`config.mk`:
```
export PLATFORM = sky130hd
export DESIGN_NAME = irq_sequencer
export DESIGN_NICKNAME = d
export VERILOG_FILES = /design/src/hdl/irq_sequencer.v
export VERILOG_INCLUDE_DIRS = /design/src /design/src/hdl
export SDC_FILE = /design/constraint.sdc
export NUM_CORES = 1
export LEC_CHECK = 0
export BUFFER_PORTS_ARGS = -buffer_cell sky130_fd_sc_hd__clkbuf_2
export CAP_MARGIN = 15
export CORE_UTILIZATION = 57
export CTS_CLUSTER_SIZE = 20
export DETAILED_ROUTE_END_ITERATION = 12
export GPL_TIMING_DRIVEN = 1
export PLACE_DENSITY = 0.83
export SETUP_SLACK_MARGIN = 0.5
export SLEW_MARGIN = 20
export SYNTH_ARGS = -nofsm -noshare
export SYNTH_HDL_FRONTEND = slang
export SYNTH_SLANG_ARGS = --single-unit
export TNS_END_PERCENT = 5
```
`constraint.sdc`:
```
create_clock -name pclk -period 3.25 [get_ports pclk]
set_input_delay 0.325 -clock pclk [delete_from_list [all_inputs] [get_ports pclk]]
set_output_delay 0.325 -clock pclk [all_outputs]
set_load 0.01 [all_outputs]
```
`src/hdl/irq_seq_map.vh`:
```
// Purpose: Constants for the interrupt entry and return sequencer.
// Assumes: APB slave with 32-bit data, one register per aligned word.
// Notes: Offsets are byte addresses.
//
// Summary of operation
// - Core runs straight from the chip clock, no internal division.
// - Next fetch overlaps current execution, about one instruction per clock.
// - Two-register ALU result and its flags are written back in one cycle.
// - A request is taken only with its own enable and global enable set.
// - Lowest vector address wins; reset first, external request zero next.
// - Accepting any interrupt clears the global enable.
// - Software setting global enable in a handler allows nesting.
// - Return from handler sets the global enable.
// - Vectoring to a flag-type request clears its flag.
// - Writing one to a flag bit clears it; zero leaves it.
// - Flag requests arriving while disabled stay pending until served or cleared.
// - Level requests trigger only while their condition is present.
// - After return, one main-program instruction runs before another interrupt.
// - Status flags are never saved or restored by entry or return.
// - Clear-global-enable acts at once, even against a same-cycle request.
// - After set-global-enable, the next instruction runs before any interrupt.
// - Entry takes four cycles, pushes the program counter, then vectors.
// - The jump at the vector takes three cycles to reach the handler.
// - A request during a multi-cycle instruction waits for it to finish.
// - Waking from sleep adds four cycles to the entry response.
// - Return takes three cycles: pop two bytes, pointer up two, enable set.
// - Global enable is bit 7 of the status flags register.
// - Pushing the return address decrements the stack pointer by two.
`ifndef IRQ_SEQ_MAP_VH
`define IRQ_SEQ_MAP_VH

`define OFS_STATUS_FLAGS 12'h000
`define OFS_SRC_ENABLE 12'h004
`define OFS_SRC_FLAGS 12'h008
`define OFS_SRC_LEVEL 12'h00C
`define OFS_STACK_PTR 12'h010
`define OFS_SEQ_STATE 12'h014

`define GIE_BIT 7
`define NUM_SRC 8
`define SP_RESET 16'h00FF
`define VEC_STRIDE 16'h0001

`define ENTRY_CYC 3'h4
`define WAKE_CYC 3'h4
`define RET_CYC 3'h4
`define JUMP_CYC 3'h3

`define KIND_OTHER 2'h0
`define KIND_SET_GIE 2'h1
`define KIND_CLR_GIE 2'h2
`define KIND_RETURN 2'h3

`endif

```
`src/hdl/irq_sequencer.v`:
```
// Purpose: Interrupt acceptance, entry and return sequencing for a small 8-bit core.
// Assumes: Sources and instruction sequencer run on pclk; stack RAM reads back one cycle late.
// Notes: Sequencer stalls while hold is high and reloads its PC on pc_load.
//
// The register offsets and the APB slave port were decided locally.
`timescale 1ns/1ps
`default_nettype none
`include "irq_seq_map.vh"

module irq_sequencer (
  input wire pclk,
  input wire presetn,
  input wire psel,
  input wire penable,
  input wire pwrite,
  input wire [11:0] paddr,
  input wire [31:0] pwdata,
  output reg [31:0] prdata,
  output reg pready,
  output reg pslverr,
  input wire [7:0] src_req,
  input wire instr_done,
  input wire [1:0] instr_kind,
  input wire [15:0] pc_next,
  input wire sleeping,
  input wire alu_flags_we,
  input wire [6:0] alu_flags,
  input wire [7:0] stack_rdata,
  output reg hold,
  output reg pc_load,
  output reg [15:0] pc_target,
  output reg stack_we,
  output reg stack_re,
  output reg [15:0] stack_addr,
  output reg [7:0] stack_wdata,
  output reg [7:0] status_flags_register,
  output reg in_vector_jump
);

  localparam [4:0] S_IDLE = 5'b00001;
  localparam [4:0] S_WAKE = 5'b00010;
  localparam [4:0] S_ENTRY = 5'b00100;
  localparam [4:0] S_JUMP = 5'b01000;
  localparam [4:0] S_RET = 5'b10000;

  reg [4:0] st_q;
  reg [2:0] cnt_q;
  reg [7:0] en_q;
  reg [7:0] flag_q;
  reg [7:0] level_q;
  reg [15:0] sp_q;
  reg [15:0] ret_pc_q;
  reg [2:0] vec_q;
  reg [7:0] pop_hi_q;
  reg block_q;

  // Lowest index has the lowest vector address, hence top priority
  function [2:0] first_set;
    input [7:0] v;
    integer i;
    begin
      first_set = 3'h0;
      for (i = 7; i >= 0; i = i - 1) begin
        if (v[i]) begin
          first_set = i[2:0];
        end
      end
    end
  endfunction

  // Vector 0 belongs to reset, so sources start one slot higher
  function [15:0] vector_of;
    input [2:0] idx;
    begin
      vector_of = ({13'h0000, idx} + 16'h0001) * `VEC_STRIDE;
    end
  endfunction

  // One-word register hit; every register write decode shares it, the read mux decodes paddr itself
  function wr_hit;
    input [11:0] addr;
    input [11:0] ofs;
    begin
      wr_hit = (addr == ofs);
    end
  endfunction

  wire apb_wr = psel & penable & pready & pwrite;
  wire wr_status = apb_wr && wr_hit(paddr, `OFS_STATUS_FLAGS);
  wire wr_enable = apb_wr && wr_hit(paddr, `OFS_SRC_ENABLE);
  wire wr_flags = apb_wr && wr_hit(paddr, `OFS_SRC_FLAGS);
  wire wr_level = apb_wr && wr_hit(paddr, `OFS_SRC_LEVEL);
  wire wr_sp = apb_wr && wr_hit(paddr, `OFS_STACK_PTR);
  // Sequence points shared by the output blocks below
  wire ent_push_hi = (st_q == S_ENTRY) && (cnt_q == 3'h2);
  wire ent_done = (st_q == S_ENTRY) && (cnt_q == 3'h0);
  wire jump_done = (st_q == S_JUMP) && (cnt_q == 3'h0);
  wire ret_done = (st_q == S_RET) && (cnt_q == 3'h1);
  wire [7:0] pend = (flag_q | (src_req & level_q)) & en_q;
  wire gie = status_flags_register[`GIE_BIT];
  wire boundary = instr_done | sleeping;
  wire is_cli = instr_done && (instr_kind == `KIND_CLR_GIE);
  wire is_sei = instr_done && (instr_kind == `KIND_SET_GIE);
  wire is_ret = instr_done && (instr_kind == `KIND_RETURN);
  wire [2:0] win = first_set(pend);
  // Only at an instruction boundary, never on clear-enable, return or set-enable
  wire accept = (st_q == S_IDLE) && gie && (|pend) && boundary && !block_q
                && !is_cli && !is_ret && !is_sei;
  wire [7:0] win_hot = 8'h01 << win;
  wire [7:0] clr_hw = accept ? (win_hot & ~level_q) : 8'h00;
  wire [7:0] clr_sw = wr_flags ? pwdata[7:0] : 8'h00;
  // Set wins over either clear so a same-cycle event is not lost
  wire [7:0] flag_d = (flag_q & ~clr_hw & ~clr_sw) | (src_req & ~level_q);
  wire [15:0] sp_dec2 = sp_q - 16'h0002;
  wire [15:0] sp_inc1 = sp_q + 16'h0001;
  wire [15:0] sp_inc2 = sp_q + 16'h0002;

  reg [31:0] rd_mux;
  reg rd_ok;
  always @* begin
    rd_mux = 32'h0000_0000;
    rd_ok = 1'b1;
    case (paddr)
      `OFS_STATUS_FLAGS: rd_mux = {24'h000000, status_flags_register};
      `OFS_SRC_ENABLE: rd_mux = {24'h000000, en_q};
      `OFS_SRC_FLAGS: rd_mux = {24'h000000, flag_q};
      `OFS_SRC_LEVEL: rd_mux = {24'h000000, level_q};
      `OFS_STACK_PTR: rd_mux = {16'h0000, sp_q};
      `OFS_SEQ_STATE: rd_mux = {16'h0000, block_q, vec_q, cnt_q, st_q, 3'h0, hold};
      default: rd_ok = 1'b0;
    endcase
  end

  // Single undivided clock: every flop here runs on pclk itself
  // Zero wait states: the answer always stands in the access cycle
  always @(posedge pclk or negedge presetn) begin
    if (!presetn) begin
      prdata <= 32'h0000_0000;
      pready <= 1'b0;
      pslverr <= 1'b0;
    end else begin
      pready <= psel & ~penable;
      pslverr <= psel & ~penable & ~rd_ok;
      if (psel && !penable) begin
        prdata <= rd_mux;
      end
    end
  end

  always @(posedge pclk or negedge presetn) begin
    if (!presetn) begin
      flag_q <= 8'h00;
    end else begin
      flag_q <= flag_d;
    end
  end

  // A new enable only counts from the next instruction boundary
  always @(posedge pclk or negedge presetn) begin
    if (!presetn) begin
      en_q <= 8'h00;
    end else begin
      if (wr_enable) begin
        en_q <= pwdata[7:0];
      end
    end
  end

  // Level-type sources never latch, so a vanished condition is simply lost
  always @(posedge pclk or negedge presetn) begin
    if (!presetn) begin
      level_q <= 8'h00;
    end else begin
      if (wr_level) begin
        level_q <= pwdata[7:0];
      end
    end
  end

  // Later assignments win: bus write over instruction effects, entry and return last
  always @(posedge pclk or negedge presetn) begin
    if (!presetn) begin
      status_flags_register <= 8'h00;
    end else begin
      // Flags come straight from the ALU in the cycle of the operation
      if (alu_flags_we) begin
        status_flags_register[6:0] <= alu_flags;
      end
      if (is_sei) begin
        status_flags_register[`GIE_BIT] <= 1'b1;
      end
      if (is_cli) begin
        status_flags_register[`GIE_BIT] <= 1'b0;
      end
      if (wr_status) begin
        status_flags_register <= pwdata[7:0];
      end
      if (accept) begin
        status_flags_register[`GIE_BIT] <= 1'b0;
      end else if (ret_done) begin
        status_flags_register[`GIE_BIT] <= 1'b1;
      end
    end
  end

  // Software may only move the pointer while no push or pop is under way
  always @(posedge pclk or negedge presetn) begin
    if (!presetn) begin
      sp_q <= `SP_RESET;
    end else if (wr_sp && st_q == S_IDLE) begin
      sp_q <= pwdata[15:0];
    end else if (ent_push_hi) begin
      sp_q <= sp_dec2;
    end else if (ret_done) begin
      sp_q <= sp_inc2;
    end
  end

  // Hold-off lasts through one completed instruction; the set wins a tie
  always @(posedge pclk or negedge presetn) begin
    if (!presetn) begin
      block_q <= 1'b0;
    end else if (is_sei || ret_done) begin
      block_q <= 1'b1;
    end else if (instr_done) begin
      block_q <= 1'b0;
    end
  end

  // Stall from the accept or return edge until the edge that loads the new PC
  always @(posedge pclk or negedge presetn) begin
    if (!presetn) begin
      hold <= 1'b0;
    end else if (ent_done || ret_done) begin
      hold <= 1'b0;
    end else if (accept || (st_q == S_IDLE && is_ret)) begin
      hold <= 1'b1;
    end
  end

  // Tracks the vector jump for the sequencer's benefit only
  always @(posedge pclk or negedge presetn) begin
    if (!presetn) begin
      in_vector_jump <= 1'b0;
    end else if (ent_done) begin
      in_vector_jump <= 1'b1;
    end else if (jump_done) begin
      in_vector_jump <= 1'b0;
    end
  end

  // Sequence counter and stack strobes; shared outputs live in the blocks above
  always @(posedge pclk or negedge presetn) begin
    if (!presetn) begin
      st_q <= S_IDLE;
      cnt_q <= 3'h0;
      ret_pc_q <= 16'h0000;
      vec_q <= 3'h0;
      pop_hi_q <= 8'h00;
      pc_load <= 1'b0;
      pc_target <= 16'h0000;
      stack_we <= 1'b0;
      stack_re <= 1'b0;
      stack_addr <= 16'h0000;
      stack_wdata <= 8'h00;
    end else begin
      pc_load <= 1'b0;
      stack_we <= 1'b0;
      stack_re <= 1'b0;
      case (st_q)
        S_IDLE: begin
          if (accept) begin
            vec_q <= win;
            // Decision is made in the finishing cycle, so no fetch slot is lost
            ret_pc_q <= pc_next;
            if (sleeping && !instr_done) begin
              st_q <= S_WAKE;
              cnt_q <= `WAKE_CYC - 3'h1;
            end else begin
              st_q <= S_ENTRY;
              cnt_q <= `ENTRY_CYC - 3'h1;
            end
          end else if (is_ret) begin
            st_q <= S_RET;
            cnt_q <= `RET_CYC - 3'h1;
            stack_re <= 1'b1;
            stack_addr <= sp_inc1;
          end
        end
        S_WAKE: begin
          if (cnt_q == 3'h0) begin
            st_q <= S_ENTRY;
            cnt_q <= `ENTRY_CYC - 3'h1;
          end else begin
            cnt_q <= cnt_q - 3'h1;
          end
        end
        S_ENTRY: begin
          cnt_q <= cnt_q - 3'h1;
          // Status flags are deliberately not pushed on entry; only bit 7 was cleared at accept
          if (cnt_q == 3'h3) begin
            stack_we <= 1'b1;
            stack_addr <= sp_q;
            stack_wdata <= ret_pc_q[7:0];
          end else if (cnt_q == 3'h2) begin
            stack_we <= 1'b1;
            stack_addr <= sp_q - 16'h0001;
            stack_wdata <= ret_pc_q[15:8];
          end else if (cnt_q == 3'h0) begin
            pc_load <= 1'b1;
            pc_target <= vector_of(vec_q);
            st_q <= S_JUMP;
            cnt_q <= `JUMP_CYC - 3'h1;
          end
        end
        S_JUMP: begin
          // Sequencer runs the vector jump; this only tracks its length
          if (cnt_q == 3'h0) begin
            st_q <= S_IDLE;
          end else begin
            cnt_q <= cnt_q - 3'h1;
          end
        end
        S_RET: begin
          cnt_q <= cnt_q - 3'h1;
          if (cnt_q == 3'h3) begin
            stack_re <= 1'b1;
            stack_addr <= sp_inc2;
          end else if (cnt_q == 3'h2) begin
            pop_hi_q <= stack_rdata;
          end else if (cnt_q == 3'h1) begin
            pc_target <= {pop_hi_q, stack_rdata};
            pc_load <= 1'b1;
            st_q <= S_IDLE;
          end
        end
        default: begin
          st_q <= S_IDLE;
        end
      endcase
    end
  end

endmodule
`default_nettype wire

```
==> run metrics <==
status=finished clean; fmax=around 0.38 GHz; die height=roughly 120 um; switching power=~1900 uW; Critical R2R Capture=stack_addr[9]; drt pass-1 iters=5; ys flop type=dfrtp_1; worst hold slack=0.0843 ns; #FFs+latches synth=147; Slowest-stage cell, CP=dfrtp_1; CP max stage delay=~0.51 ns; DRC Markers=0; WHS Path Cells=3; Reg2Reg Depth=8; library cells used by synthesis=70; crit start category=register; Num CTS Buffers=17; hold crit path type=input port to register; maximum root-to-sink buffer count=2; Setup Viol. Count Final=0; Post-synth EDFFs=0; Area contributors post-synth=dfrtp_1, nand2_1, o21ai_0; ANT nets after route=0; number of diodes=0; wire per inst=between 15 and 20 um; WS Path Type=register to register; placed wire-length estimate=between 15 and 20 mm; Avg Cell Area, Syn=8.86 um2; clock power share=37.9%; worst rel slew slack=between 40% and 50%; cell area after synthesis=a little over 8000 um2; CP most frequent cell=buf_4; Cells after Synth=slightly above 900; Max IR drop VDD=around 0.00043 V; port bufs=around 150; Filler Cells Inserted=1117; starting density of the core=a little under 60%; area grow syn2layout=18.9%; Crit Path Max Fanout=10; H-tree depth=4; total wire length=approximately 23 mm; CP delay by family, top=simple AND/OR/NAND/NOR gates; Final Hold Vio Count=0; hold endpoint=ret_pc_q[12]; clock-pin slew on the worst setup and hold paths=about 0.06 ns; initial antenna violation count=0; core area=between 10000 and 15000 um2; Worst setup EP type=register; Tot GR Track Use=between 30% and 40%; global-route wire length before repair=around 37 mm; unrepaired setup endpoints after global routing=false; Rows=43; RePlAce Congestion=between 0.9 and 1; CP required=between 3 and 4 ns; Worst-Margin Slew=0.789 ns; Ys Warns=0; # IOs=180; die area=14900 um2; combinational fraction of design power=24.1%; crit path DAT=2.90 ns; Flop pwr share=a little under two fifths; post-route setup TNS=0 ns; total congestion overflow=0; initial DRC count=between 700 and 800; dpl cells=roughly 1200; LEAKAGE=0.00468 uW; MaxCap Viol Count=0; worst-path cell chain=nor4_2, buf_4, and2_0, buf_4, nor2_1, a31oi_1, xor2_1, o21ai_0; commonest non-fill, non-tap cell in the layout=clkbuf_2; die span in x=122 um; vias in the first global route=7369; buffers and inverters on the worst path=2; Slew Limit Fails=0; Vias=between 7000 and 8000; period utilisation layout=80.2%; Avg Vias per Cell=between 6 and 7; Layout Skew=between 0.006 and 0.007 ns; Worst R2R Start=st_q[4]; largest net degree at the start of global routing=63; final core utilization=around 70%; hold_sp=pc_next[12]; layout cells sized above 1=between 20% and 30%; Async SR Flop Fraction=100%; worst-skew pair later-pin latency=0.43 ns; top cell type's share of synthesized area=between 40% and 50%; Reg2Reg Setup Slack=~0.64 ns; sequential fraction of the synthesis area=approximately 45%; CTS sink count=147; nets=about 1200; Tmin final=between 2 and 3 ns; PwrDens=a little over 600 nW/um2; CTS tree=done; internal power=a little over 4000 uW; Net Sw Frac=a little under a third; Root Driver=clkbuf_16; most frequent cells in the layout=clkbuf_2, nand2_1, dfrtp_1, o21ai_0, nor2_1; Final Non-Filler Cells=approximately 1300; Synth area leader=dfrtp_1
state kept, by name (all words and copies together), names as in the netlist, 3 cells and up:
register               flops
prdata                    16
pc_target                 16
status_flags_register      8
en_q                       8
st_q                       5
ret_pc_q                  16
sp_q                      16
cnt_q                      3
level_q                    8
flag_q                     8
vec_q                      3
stack_wdata                8
stack_addr                16
pop_hi_q                   8
worst min-delay path, stage by stage:
cell      delay, ns
clkbuf_2       0.07
nand2_1        0.04
nand2_1        0.04
cell type report:
class / instances / area [um2] / share of cell area [%]
repair buffers: 168 / 915 / 9.34
clock buffers: 21 / 460 / 4.70
multi-input cells: 701 / 4180 / 42.7
well taps: 180 / 225 / 2.30
clock inverters: 11 / 221 / 2.26
inverters: 27 / 101 / 1.04
flip-flops and latches: 147 / 3690 / 37.7
timing repair:
| item | CTS | global route |
|---|---|---|
| buffers inserted | 0 | 0 |
| endpoints found under the hold margin | 49 | 0 |
| setup endpoints to repair | 0 | 1 |
| hold buffers | 1 | 0 |
| resized for setup | 0 | 1 |
synthesized netlist by cell type, drive strengths merged, types with 3 or more instances:
master  count
ha         11
nand3b      3
buf        21
xor2       11
a211oi      3
dfrtp     138
o22ai      12
a22oi      23
dfstp       9
o211ai      6
nor2b       8
nor4        6
o31ai       4
nand2b      8
mux2       26
nor3       14
nand3      36
a22o       14
nor3b       7
or3         6
a21o       10
and2        7
mux2i      22
a21oi      67
inv        27
and3        8
a31oi       7
nor2       76
nand4b      3
a221oi      7
nand4      12
xnor2      14
o221ai      3
clkbuf     48
o21ai      81
nand2     140
worst max path at each step:
stage,to,cells past startpoint,start,slack (ns)
6_report,stack_addr[9],8,st_q[4],0.64
3_5_place_dp,prdata[12],7,paddr[7],0.49
5_1_grt,stack_addr[6],5,st_q[2],0.50
2_1_floorplan,en_q[0],7,paddr[7],0.80
3_3_place_gp,en_q[0],7,paddr[7],0.56
4_1_cts,stack_addr[9],8,st_q[4],0.70
power groups by stage:
stage | sequential, uW | combinational, uW | clock, uW
after floorplan | 2250 | 959 | 0
after global placement | 2290 | 1400 | 0
after detailed placement | 2290 | 1420 | 0
after CTS | 2260 | 1430 | 2280
after global routing | 2300 | 1600 | 2370
final | 2270 | 1440 | 2270
per-stage QoR:
| step | setup slack (ns) | total power, uW | cell area (um2) |
|---|---|---|---|
| after floorplan | 0.804 | 3210 | 8290 |
| after global routing | 0.502 | 6270 | 9790 |
| after CTS | 0.696 | 5980 | 9790 |
| final | 0.645 | 5980 | 9790 |
| after global placement | 0.556 | 3690 | 9090 |
| after detailed placement | 0.494 | 3720 | 9090 |
routing by layer:
layer	global-route usage, %	vias up	wire (um)
li1	-	3552	-
met1	42.6	3686	9480
met2	52.4	402	11000
met3	7.07	60	2040
met4	13.3	0	612
met5	0	-	0
logic make-up (layout without fill, tap and decap cells):
family	count (synthesis)	after routing	synth area share, %
simple gates	342	342	19.8
compound gates	259	259	19.6
flops	147	147	44.8
buf+inv	96	227	5.17
mux	48	48	6.23
xor+xnor	25	25	2.66
fa+ha+maj	11	11	1.67
other cells	1	16	0.0455
(Power assumes the default switching activity.)
